===== src/logic/drrc_pkg.sv =====
/*
  Shared constants for descriptor ring run control: mode, suspend and
  style bit positions, ring geometry limits and reset values.
  Assumes a single clock domain and one-word register images on ports.
*/
package drrc_pkg;
  // ==========================================================
  // register bit positions
  localparam int unsigned RX_DIS_BIT    = 0;
  localparam int unsigned TX_DIS_BIT    = 1;
  localparam int unsigned SUSP_BIT      = 0;
  localparam int unsigned FAST_SUSP_BIT = 15;
  localparam int unsigned LOOKAHEAD_BIT = 5;
  localparam int unsigned UPPER_LSB     = 8;
  localparam int unsigned WIDE_SEL_BIT  = 8;
  // ==========================================================
  // software styles and ring geometry
  localparam logic [7:0] STYLE_LEGACY    = 8'h00;
  localparam logic [7:0] STYLE_WIDE      = 8'h02;
  localparam logic [7:0] STYLE_WIDE_BST  = 8'h03;
  localparam logic [3:0] LEN_CODE_MAX_LG = 4'h7;  // 128 entries
  localparam logic [3:0] LEN_CODE_MAX_WD = 4'h9;  // 512 entries
  localparam int unsigned ENTRY_SH_LG    = 3;     // 8 bytes, 8-byte aligned
  localparam int unsigned ENTRY_SH_WD    = 4;     // 16 bytes, 16-byte aligned
  // ==========================================================
  // reset values
  localparam logic [31:0] BASE_RST = 32'h0000_0000;
  localparam logic [15:0] LEN_RST  = 16'h0001;
  localparam logic [15:0] IDX_RST  = 16'h0000;
  localparam logic [1:0]  MODE_RST = 2'h3;        // both sections disabled

  typedef enum logic [1:0] {
    DRRC_RUN   = 2'b00,
    DRRC_DRAIN = 2'b01,
    DRRC_SUSP  = 2'b10
  } drrc_susp_e;
endpackage


===== src/logic/drrc_ring_if.sv =====
/*
  Ring pointer carrier between run control and a ring pointer.
  Assumes the controller owns reload, advance and ring geometry.
*/
interface drrc_ring_if;
  logic        reload;
  logic        adv;
  logic [15:0] len;
  logic [15:0] idx;
  modport ctl (output reload, output adv, output len, input idx);
  modport ptr (input reload, input adv, input len, output idx);
endinterface


===== src/logic/drrc_top.sv =====
/*
  Run control and descriptor ring management: section enables, restart,
  fast and flushing suspend, ring geometry and descriptor ownership.
  Assumes one clock, synchronous single-cycle command pulses, and an
  outside engine that reports activity and advances the rings.
*/
// Functional notes
// mode bits 1 and 0 disable sections
// report receiver and transmitter on flags
// errors shut section off until reinit
// restart reloads descriptor pointers to ring bases
// host clears ownership before restart
// host sets suspend bit, polls it
// feature bit 15 picks fast suspend
// fast suspend finishes started work only
// host leaves rings alone while fast suspended
// flushing suspend drains all queued packets
// suspend reads one only after completion
// stop or reset in suspend forces reinit
// leaving suspend keeps descriptor positions
// separate contiguous rings, one buffer each
// legacy style: 8-byte bases, 128 entries
// legacy style: upper byte on addresses
// wide styles: 16-byte bases, 512 entries
// style 3 allows burst descriptor access
// direct length writes up to 65535
// only owner writes descriptor fields
// host reads in order, no lookahead
// init copies ring bases internally
// suspend reads zero while entry pending
module drrc_top
  import drrc_pkg::*;
(
  input  wire logic        clk,
  input  wire logic        rst,
  input  wire logic        ce,
  input  wire logic        init_done,
  input  wire logic [15:0] mode_register,
  input  wire logic        mode_wr,
  input  wire logic [31:0] tx_ring_base,
  input  wire logic [31:0] rx_ring_base,
  input  wire logic [3:0]  transmit_ring_length_code,
  input  wire logic [3:0]  receive_ring_length_code,
  input  wire logic        tx_len_wr,
  input  wire logic        rx_len_wr,
  input  wire logic [15:0] ring_len_data,
  input  wire logic [15:0] style_config_register,
  input  wire logic [15:0] upper_init_address_register,
  input  wire logic        stop_cmd,
  input  wire logic        start_cmd,
  input  wire logic        memory_error_flag,
  input  wire logic        transmit_underflow_flag,
  input  wire logic        buffer_error_flag,
  input  wire logic        suspend_wr,
  input  wire logic [15:0] extended_control_register,
  input  wire logic [15:0] feature_control_register,
  input  wire logic        tx_active,
  input  wire logic        rx_active,
  input  wire logic        tx_queued,
  input  wire logic        rx_queued,
  input  wire logic        tx_adv,
  input  wire logic        rx_adv,
  input  wire logic        tx_cur_own,
  input  wire logic        rx_cur_own,
  output logic             transmitter_on_flag,
  output logic             receiver_on_flag,
  output logic             suspend_bit,
  output logic             tx_start_ok,
  output logic             rx_accept_ok,
  output logic             dma_start_ok,
  output logic             desc_burst,
  output logic             wide_structure_select,
  output logic             tx_desc_write_ok,
  output logic             rx_desc_write_ok,
  output logic             reinit_required,
  output logic [31:0]      tx_desc_addr,
  output logic [31:0]      rx_desc_addr
);

  drrc_susp_e  susp_st;
  drrc_susp_e  next_susp_st;
  logic [1:0]  mode_lat;
  logic [31:0] tx_base;
  logic [31:0] rx_base;
  logic [15:0] tx_len;
  logic [15:0] rx_len;
  logic [7:0]  upper;
  logic        stopped;
  logic        wide;
  logic        fast;
  logic        restart;
  logic        drained;
  logic        susp_req;
  logic        susp_clr;
  logic        tx_err;
  logic        rx_err;
  drrc_ring_if tx_rif ();
  drrc_ring_if rx_rif ();
  // ==========================================================
  // decode of command words and style
  assign wide     = (style_config_register[7:0] == STYLE_WIDE) ||
                    (style_config_register[7:0] == STYLE_WIDE_BST);
  assign fast     = feature_control_register[FAST_SUSP_BIT];
  assign restart  = start_cmd && stopped;
  assign susp_req = suspend_wr && extended_control_register[SUSP_BIT];
  assign susp_clr = suspend_wr && !extended_control_register[SUSP_BIT];
  assign tx_err   = memory_error_flag || transmit_underflow_flag || buffer_error_flag;
  assign rx_err   = memory_error_flag;
  // fast entry waits only for started packets; flushing waits for the queues
  assign drained  = !tx_active && !rx_active && (fast || (!tx_queued && !rx_queued));
  // ==========================================================
  // ring length from init code, clamped per style, or direct write
  function automatic logic [15:0] code_len(input logic [3:0] code, input logic wd);
    logic [3:0] c;
    c = code;
    if (wd && c > LEN_CODE_MAX_WD) begin
      c = LEN_CODE_MAX_WD;
    end else if (!wd && c > LEN_CODE_MAX_LG) begin
      c = LEN_CODE_MAX_LG;
    end
    code_len = 16'h0001 << c;
  endfunction
  // ==========================================================
  // init copies bases and geometry; direct length writes override
  always_ff @(posedge clk or posedge rst) begin
    if (rst) begin
      tx_base <= BASE_RST;
      rx_base <= BASE_RST;
      tx_len  <= LEN_RST;
      rx_len  <= LEN_RST;
    end else if (ce) begin
      if (init_done) begin
        tx_base <= tx_ring_base;
        rx_base <= rx_ring_base;
        tx_len  <= code_len(transmit_ring_length_code, wide);
        rx_len  <= code_len(receive_ring_length_code, wide);
      end
      if (tx_len_wr) begin
        tx_len <= ring_len_data;
      end
      if (rx_len_wr) begin
        rx_len <= ring_len_data;
      end
    end
  end
  // upper address byte tracks its register, used only in legacy style
  always_ff @(posedge clk or posedge rst) begin
    if (rst) begin
      upper <= 8'h00;
    end else if (ce) begin
      upper <= upper_init_address_register[15:UPPER_LSB];
    end
  end
  // ==========================================================
  // mode word: latched at init and by every direct write, stopped or not
  always_ff @(posedge clk or posedge rst) begin
    if (rst) begin
      mode_lat <= MODE_RST;
    end else if (ce) begin
      if (init_done || mode_wr) begin
        mode_lat <= {mode_register[TX_DIS_BIT], mode_register[RX_DIS_BIT]};
      end
    end
  end
  // stop holds until a start or a fresh init
  always_ff @(posedge clk or posedge rst) begin
    if (rst) begin
      stopped <= 1'b1;
    end else if (ce) begin
      if (stop_cmd) begin
        stopped <= 1'b1;
      end else if (init_done || start_cmd) begin
        stopped <= 1'b0;
      end
    end
  end
  // ==========================================================
  // section on flags; an error keeps its section off until reinit
  always_ff @(posedge clk or posedge rst) begin
    if (rst) begin
      transmitter_on_flag <= 1'b0;
      receiver_on_flag    <= 1'b0;
    end else if (ce) begin
      if (stop_cmd) begin
        transmitter_on_flag <= 1'b0;
        receiver_on_flag    <= 1'b0;
      end else if (init_done) begin
        transmitter_on_flag <= !mode_register[TX_DIS_BIT];
        receiver_on_flag    <= !mode_register[RX_DIS_BIT];
      end else if (restart) begin
        transmitter_on_flag <= !mode_lat[1];
        receiver_on_flag    <= !mode_lat[0];
      end else begin
        if (tx_err) begin
          transmitter_on_flag <= 1'b0;
        end
        if (rx_err) begin
          receiver_on_flag <= 1'b0;
        end
      end
    end
  end
  // errors and stop inside suspend leave the block needing init
  always_ff @(posedge clk or posedge rst) begin
    if (rst) begin
      reinit_required <= 1'b1;
    end else if (ce) begin
      if (tx_err || rx_err || (stop_cmd && susp_st != DRRC_RUN)) begin
        reinit_required <= 1'b1;
      end else if (init_done || restart) begin
        reinit_required <= 1'b0;
      end
    end
  end
  // ==========================================================
  // suspend sequencing; writes of one are ignored while entry is pending
  always_comb begin
    next_susp_st = susp_st;
    unique case (susp_st)
      DRRC_RUN: begin
        if (susp_req && !stop_cmd) begin
          next_susp_st = DRRC_DRAIN;
        end
      end
      DRRC_DRAIN: begin
        if (stop_cmd || susp_clr) begin
          next_susp_st = DRRC_RUN;
        end else if (drained) begin
          next_susp_st = DRRC_SUSP;
        end
      end
      DRRC_SUSP: begin
        if (stop_cmd || susp_clr) begin
          next_susp_st = DRRC_RUN;
        end
      end
      default: begin
        next_susp_st = DRRC_RUN;
      end
    endcase
  end
  always_ff @(posedge clk or posedge rst) begin
    if (rst) begin
      susp_st     <= DRRC_RUN;
      suspend_bit <= 1'b0;
    end else if (ce) begin
      susp_st     <= next_susp_st;
      suspend_bit <= (next_susp_st == DRRC_SUSP);
    end
  end
  // ==========================================================
  // permissions to begin new work, from the coming state
  // flushing entry still lets queued transmits out, but accepts no receives
  always_ff @(posedge clk or posedge rst) begin
    if (rst) begin
      tx_start_ok  <= 1'b0;
      rx_accept_ok <= 1'b0;
      dma_start_ok <= 1'b0;
    end else if (ce) begin
      tx_start_ok  <= (next_susp_st == DRRC_RUN ||
                       (next_susp_st == DRRC_DRAIN && !fast)) && !tx_err;
      rx_accept_ok <= (next_susp_st == DRRC_RUN) && !rx_err;
      dma_start_ok <= (next_susp_st == DRRC_RUN ||
                       (next_susp_st == DRRC_DRAIN && !fast));
    end
  end
  // ==========================================================
  // ownership gate: the block writes only descriptors it owns
  // the host side of the handshake is not policed here
  always_ff @(posedge clk or posedge rst) begin
    if (rst) begin
      tx_desc_write_ok <= 1'b0;
      rx_desc_write_ok <= 1'b0;
    end else if (ce) begin
      tx_desc_write_ok <= tx_cur_own && (next_susp_st != DRRC_SUSP);
      rx_desc_write_ok <= rx_cur_own && (next_susp_st != DRRC_SUSP);
    end
  end
  // style outputs for the bus engine
  always_ff @(posedge clk or posedge rst) begin
    if (rst) begin
      desc_burst            <= 1'b0;
      wide_structure_select <= 1'b0;
    end else if (ce) begin
      desc_burst            <= (style_config_register[7:0] == STYLE_WIDE_BST);
      wide_structure_select <= style_config_register[WIDE_SEL_BIT];
    end
  end
  // ==========================================================
  // ring pointers: reload on init or restart, frozen while suspended
  assign tx_rif.reload = init_done || restart;
  assign rx_rif.reload = init_done || restart;
  assign tx_rif.adv    = tx_adv && susp_st != DRRC_SUSP;
  assign rx_rif.adv    = rx_adv && susp_st != DRRC_SUSP;
  assign tx_rif.len    = tx_len;
  assign rx_rif.len    = rx_len;
  drrc_ring_ptr u_tx_ptr (
    .clk (clk),
    .rst (rst),
    .ce  (ce),
    .rp  (tx_rif)
  );

  drrc_ring_ptr u_rx_ptr (
    .clk (clk),
    .rst (rst),
    .ce  (ce),
    .rp  (rx_rif)
  );

  drrc_addr_gen u_tx_addr (
    .clk   (clk),
    .rst   (rst),
    .ce    (ce),
    .base  (tx_base),
    .idx   (tx_rif.idx),
    .wide  (wide),
    .upper (upper),
    .addr  (tx_desc_addr)
  );

  drrc_addr_gen u_rx_addr (
    .clk   (clk),
    .rst   (rst),
    .ce    (ce),
    .base  (rx_base),
    .idx   (rx_rif.idx),
    .wide  (wide),
    .upper (upper),
    .addr  (rx_desc_addr)
  );
endmodule


===== src/logic/drrc_ring_ptr.sv =====
/*
  Current descriptor index of one ring, wrapping at the ring length.
  Assumes reload and advance are already qualified by the controller.
*/
module drrc_ring_ptr
  import drrc_pkg::*;
(
  input  wire logic clk,
  input  wire logic rst,
  input  wire logic ce,
  drrc_ring_if.ptr  rp
);
  // ==========================================================
  // index, reload wins over advance
  always_ff @(posedge clk or posedge rst) begin
    if (rst) begin
      rp.idx <= IDX_RST;
    end else if (ce) begin
      if (rp.reload) begin
        rp.idx <= IDX_RST;
      end else if (rp.adv) begin
        rp.idx <= (rp.idx + 16'h0001 >= rp.len) ? IDX_RST : rp.idx + 16'h0001;
      end
    end
  end
endmodule


===== src/logic/drrc_addr_gen.sv =====
/*
  Descriptor address for the current ring entry, per software style.
  Assumes base, index and style are stable registers of the controller.
*/
module drrc_addr_gen
  import drrc_pkg::*;
(
  input  wire logic        clk,
  input  wire logic        rst,
  input  wire logic        ce,
  input  wire logic [31:0] base,
  input  wire logic [15:0] idx,
  input  wire logic        wide,
  input  wire logic [7:0]  upper,
  output logic      [31:0] addr
);
  logic [31:0] off;
  logic [31:0] sum;

  // ==========================================================
  // entry size and alignment follow the style; low base bits are dropped
  always_comb begin
    if (wide) begin
      off = {12'h000, idx, 4'h0};
      sum = {base[31:4], 4'h0} + off;
    end else begin
      off = {13'h0, idx, 3'h0};
      sum = {base[31:3], 3'h0} + off;
    end
  end

  // legacy layout takes the top address byte from the upper init word
  always_ff @(posedge clk or posedge rst) begin
    if (rst) begin
      addr <= BASE_RST;
    end else if (ce) begin
      addr <= wide ? sum : {upper, sum[23:0]};
    end
  end
endmodule


===== config.mk =====
export PLATFORM = sky130hd
export DESIGN_NAME = drrc_top
export DESIGN_NICKNAME = d
export VERILOG_FILES = /design/src/logic/drrc_pkg.sv /design/src/logic/drrc_ring_if.sv /design/src/logic/drrc_top.sv /design/src/logic/drrc_ring_ptr.sv /design/src/logic/drrc_addr_gen.sv
export SDC_FILE = /design/constraint.sdc
export NUM_CORES = 1
export LEC_CHECK = 0
export ABC_AREA = 1
export BUFFER_PORTS_ARGS = -buffer_cell sky130_fd_sc_hd__buf_2
export CORE_MARGIN = 2
export CORE_UTILIZATION = 45
export CTS_BUF_LIST = sky130_fd_sc_hd__clkbuf_4
export CTS_CLUSTER_SIZE = 10
export DETAILED_ROUTE_END_ITERATION = 8
export PLACE_DENSITY = 0.69
export SYNTH_ARGS = -nofsm -noshare
export SYNTH_HDL_FRONTEND = slang
export SYNTH_SLANG_ARGS = --single-unit

===== constraint.sdc =====
create_clock -name clk -period 6.97 [get_ports clk]
set_input_delay 0.697 -clock clk [delete_from_list [all_inputs] [get_ports clk]]
set_output_delay 0.697 -clock clk [all_outputs]
set_load 0.02 [all_outputs]

==> metrics.txt <==
clk slew on worst S/H paths=80 ps; Max VDD drop=0.125 mV; clock sink count=204; flops & latches, synth=204; DR WL/cell=15.8 um; Slew @ Worst Pin=1160 ps; post-synthesis cell type count=53; crit-path max cell delay=540 ps; Worst Path Required=7630 ps; hold_buf cts=1; CP arrival=3960 ps; router iterations before antenna repair=7; max layer used=met5; Root Buffer=clkbuf_4; routed wl met3=3.34 mm; initial antenna violation count=5; die area=34,700 um^2; DRC=0; Syn. warnings=0; critical path, cell by cell=nand3_1 -> nor2_2 -> nand3_2 -> nand3b_1 -> nor2_1 -> nand2_1 -> and2_1 -> ha_1 -> nand2_1 -> inv_1 -> o21ai_0 -> nand2_1 -> a21oi_1 -> nand3_1 -> o21ai_0; Critical Path Most Common Cell=nand2_1; Routed WL=46.4 mm; Most used DFF post-synth=dfrtp_1; starting density of the core=45.8%; Final nets=2,736; first-pass GRT wire length=73.9 mm; RSZ-0062 raised after global routing=no; clk_skew=60.2 ps; Skew-Pair Late Insertion Delay=770 ps; final worst-path cycle share=47.3%; PostCTS Resize Cnt=0; Reg2Reg Setup Slack=3670 ps; kind of critical path=flip-flop to flip-flop; post-synthesis cell area=14,900 um^2; vias=15,400; CTS tree=yes; row count=66; P_leak=0.00929 uW; Final Power=3210 uW; Crit Path Max Fanout=16; Slew Viols, Final=0; H-tree depth=2; clock buffer depth=3; Startpoint Class=flip-flop; largest net degree at the start of global routing=95; Total GRT Usage=26.9%; setup TNS=0 ps; DP HPWL=34.7 mm; Area Overhead vs Synth=13.9%; cell taking the most area after synthesis=dfrtp_1; FMAX=303 MHz; post-route ant nets=0; CORE AREA=32,600 um^2; vias in the first global route=14,500; largest cells by area after synthesis=dfrtp_1 (33%), nand2_1 (20%), ha_1 (8.2%), inv_1 (6.5%), nand3_1 (6.2%); Cells after Synth=2,238; Num CTS Buffers=58; metal2 WL=20.0 mm; status=complete, no violations; share of cells above drive strength 1=13.7%; Crit-path slowest cell=dfrtp_1; multi-input logic area=8580 um^2; IO Port Bufs=192; placed inst area=16,300 um^2; Setup crit end kind=flip-flop; GPL Wtd Cong=0.919; storage element area=5110 um^2; Layout fillers=3,279; 1st-iter DRT viols=952; Final setup viols=0; pwr dens=189 nW/um^2; Hold Fails Final Rpt=0; max_cap viols=0; num ports=264; min Tclk post-route=3300 ps; syn_area_per_cell=6.68 um^2; grt ovf=0; vias per std cell=5.24; die width=186 um; number of synthesized flops with an enable pin=0; Post-CTS Setup Bufs=0; met1 WL=21.7 mm; Min-Delay Path Class=input port to flip-flop; Slew headroom=22.5%; Die Y-Extent=186 um; Seq/Total Area, Yosys=34.2%; FFs w/ async S/R, synth=100%; final instance area=17,000 um^2; Yosys top cell area share=33.2%
layout make-up:
class	instances	share of cell area, %
Sequential cell	204	30.0
Clock buffer	85	3.75
Tap cell	442	3.25
Clock inverter	20	0.507
Multi-Input combinational cell	1716	50.4
Timing Repair Buffer	201	6.07
Inverter	264	5.87
Antenna cell	4	0.0588
kinds of logic (layout without fill, tap and decap cells):
kind of cell	count (synthesis)	in the layout	share of synthesized area [%]
and+or+nand+nor	1249	1249	34.8
AOI/OAI and AO/OA	328	328	11.7
buffers and inverters	323	570	8.46
DFF	204	204	34.2
adders and majority gates	102	102	8.74
xor gates and xnor gates	31	31	2.02
other	1	10	0.0251
power by group:
| group | switching, uW | leakage [uW] | total [uW] | internal (uW) |
|---|---|---|---|---|
| sequential | 104 | 0.00254 | 1420 | 1310 |
| clock | 559 | 0.000431 | 1120 | 558 |
| combinational | 448 | 0.00632 | 677 | 229 |
synth_stat cells (all sizes together), types with 14 or more instances:
cell    number
clkbuf      30
nor2       164
a31oi       14
buf         29
nor3        27
or2         17
nand4       20
nand3      186
xor2        21
dfrtp      198
o21ai      142
a21oi      137
nand2      813
ha          98
inv        262
per-layer routing:
layer / up-vias / track usage [%]
met3: 96 / 5.57
met2: 498 / 42.3
met5: - / 0
li1: 7684 / -
met4: 2 / 8.82
met1: 7118 / 37.1
registers in the layout, summed over array words and instances (netlist names), 2 cells and up:
register	flops
rx_base	29
u_rx_ptr.rp.idx	16
u_tx_addr.addr	29
mode_lat	2
upper	8
tx_base	29
u_rx_addr.addr	29
tx_len	16
u_tx_ptr.rp.idx	16
rx_len	16
susp_st	2
placed cells by master, fill, tap and decap left out, types with 6 or more instances in the layout:
master / n
nand3_1: 184
xor2_1: 20
o22ai_1: 9
nor2_1: 155
a22oi_1: 13
dfrtp_1: 198
clkinv_1: 16
buf_4: 9
a21oi_1: 137
nand4_1: 19
o21ai_1: 20
ha_1: 98
or2_2: 14
nor3_1: 25
buf_2: 191
conb_1: 6
clkbuf_4: 85
xnor2_1: 7
nand3b_1: 13
inv_1: 258
dfstp_2: 6
a31oi_1: 13
o21ai_0: 120
nand2_1: 809
per-stage QoR:
stage          utilization [%]  cells  setup WS, ps  hold WS [ps]
2_1_floorplan                -   2243           716           442
3_3_place_gp              49.9   2826          3740           453
3_5_place_dp              49.9   2826          3690           460
4_1_cts                   52.1   2932          3680          50.9
5_1_grt                   52.2   2934          3320          72.1
6_report                  52.2   2936          3670           121
path summary, 6_finish.rpt:
path / startpoint / endpoint / depth (start not counted)
worst max-delay path: u_tx_ptr.rp.idx[9] / u_tx_ptr.rp.idx[0] / 15
worst min-delay path: tx_ring_base[7] / tx_base[7] / 3
worst max register to register: u_tx_ptr.rp.idx[9] / u_tx_ptr.rp.idx[0] / 15
worst min register to register: u_rx_addr.addr[6] / u_rx_addr.addr[6] / 2
max in group asynchronous: rst / u_rx_ptr.rp.idx[2] / 4
min in group asynchronous: rst / tx_base[29] / 3
worst max-delay path, delay by kind of cell (launching register included):
| family | cells | cell delay [ps] |
|---|---|---|
| AOI/OAI and AO/OA | 3 | 630 |
| adders and majority gates | 1 | 280 |
| buffers and inverters | 1 | 50 |
| DFF | 1 | 540 |
| and+or+nand+nor | 10 | 1680 |
No activity file was read; power rests on OpenSTA's default activity.
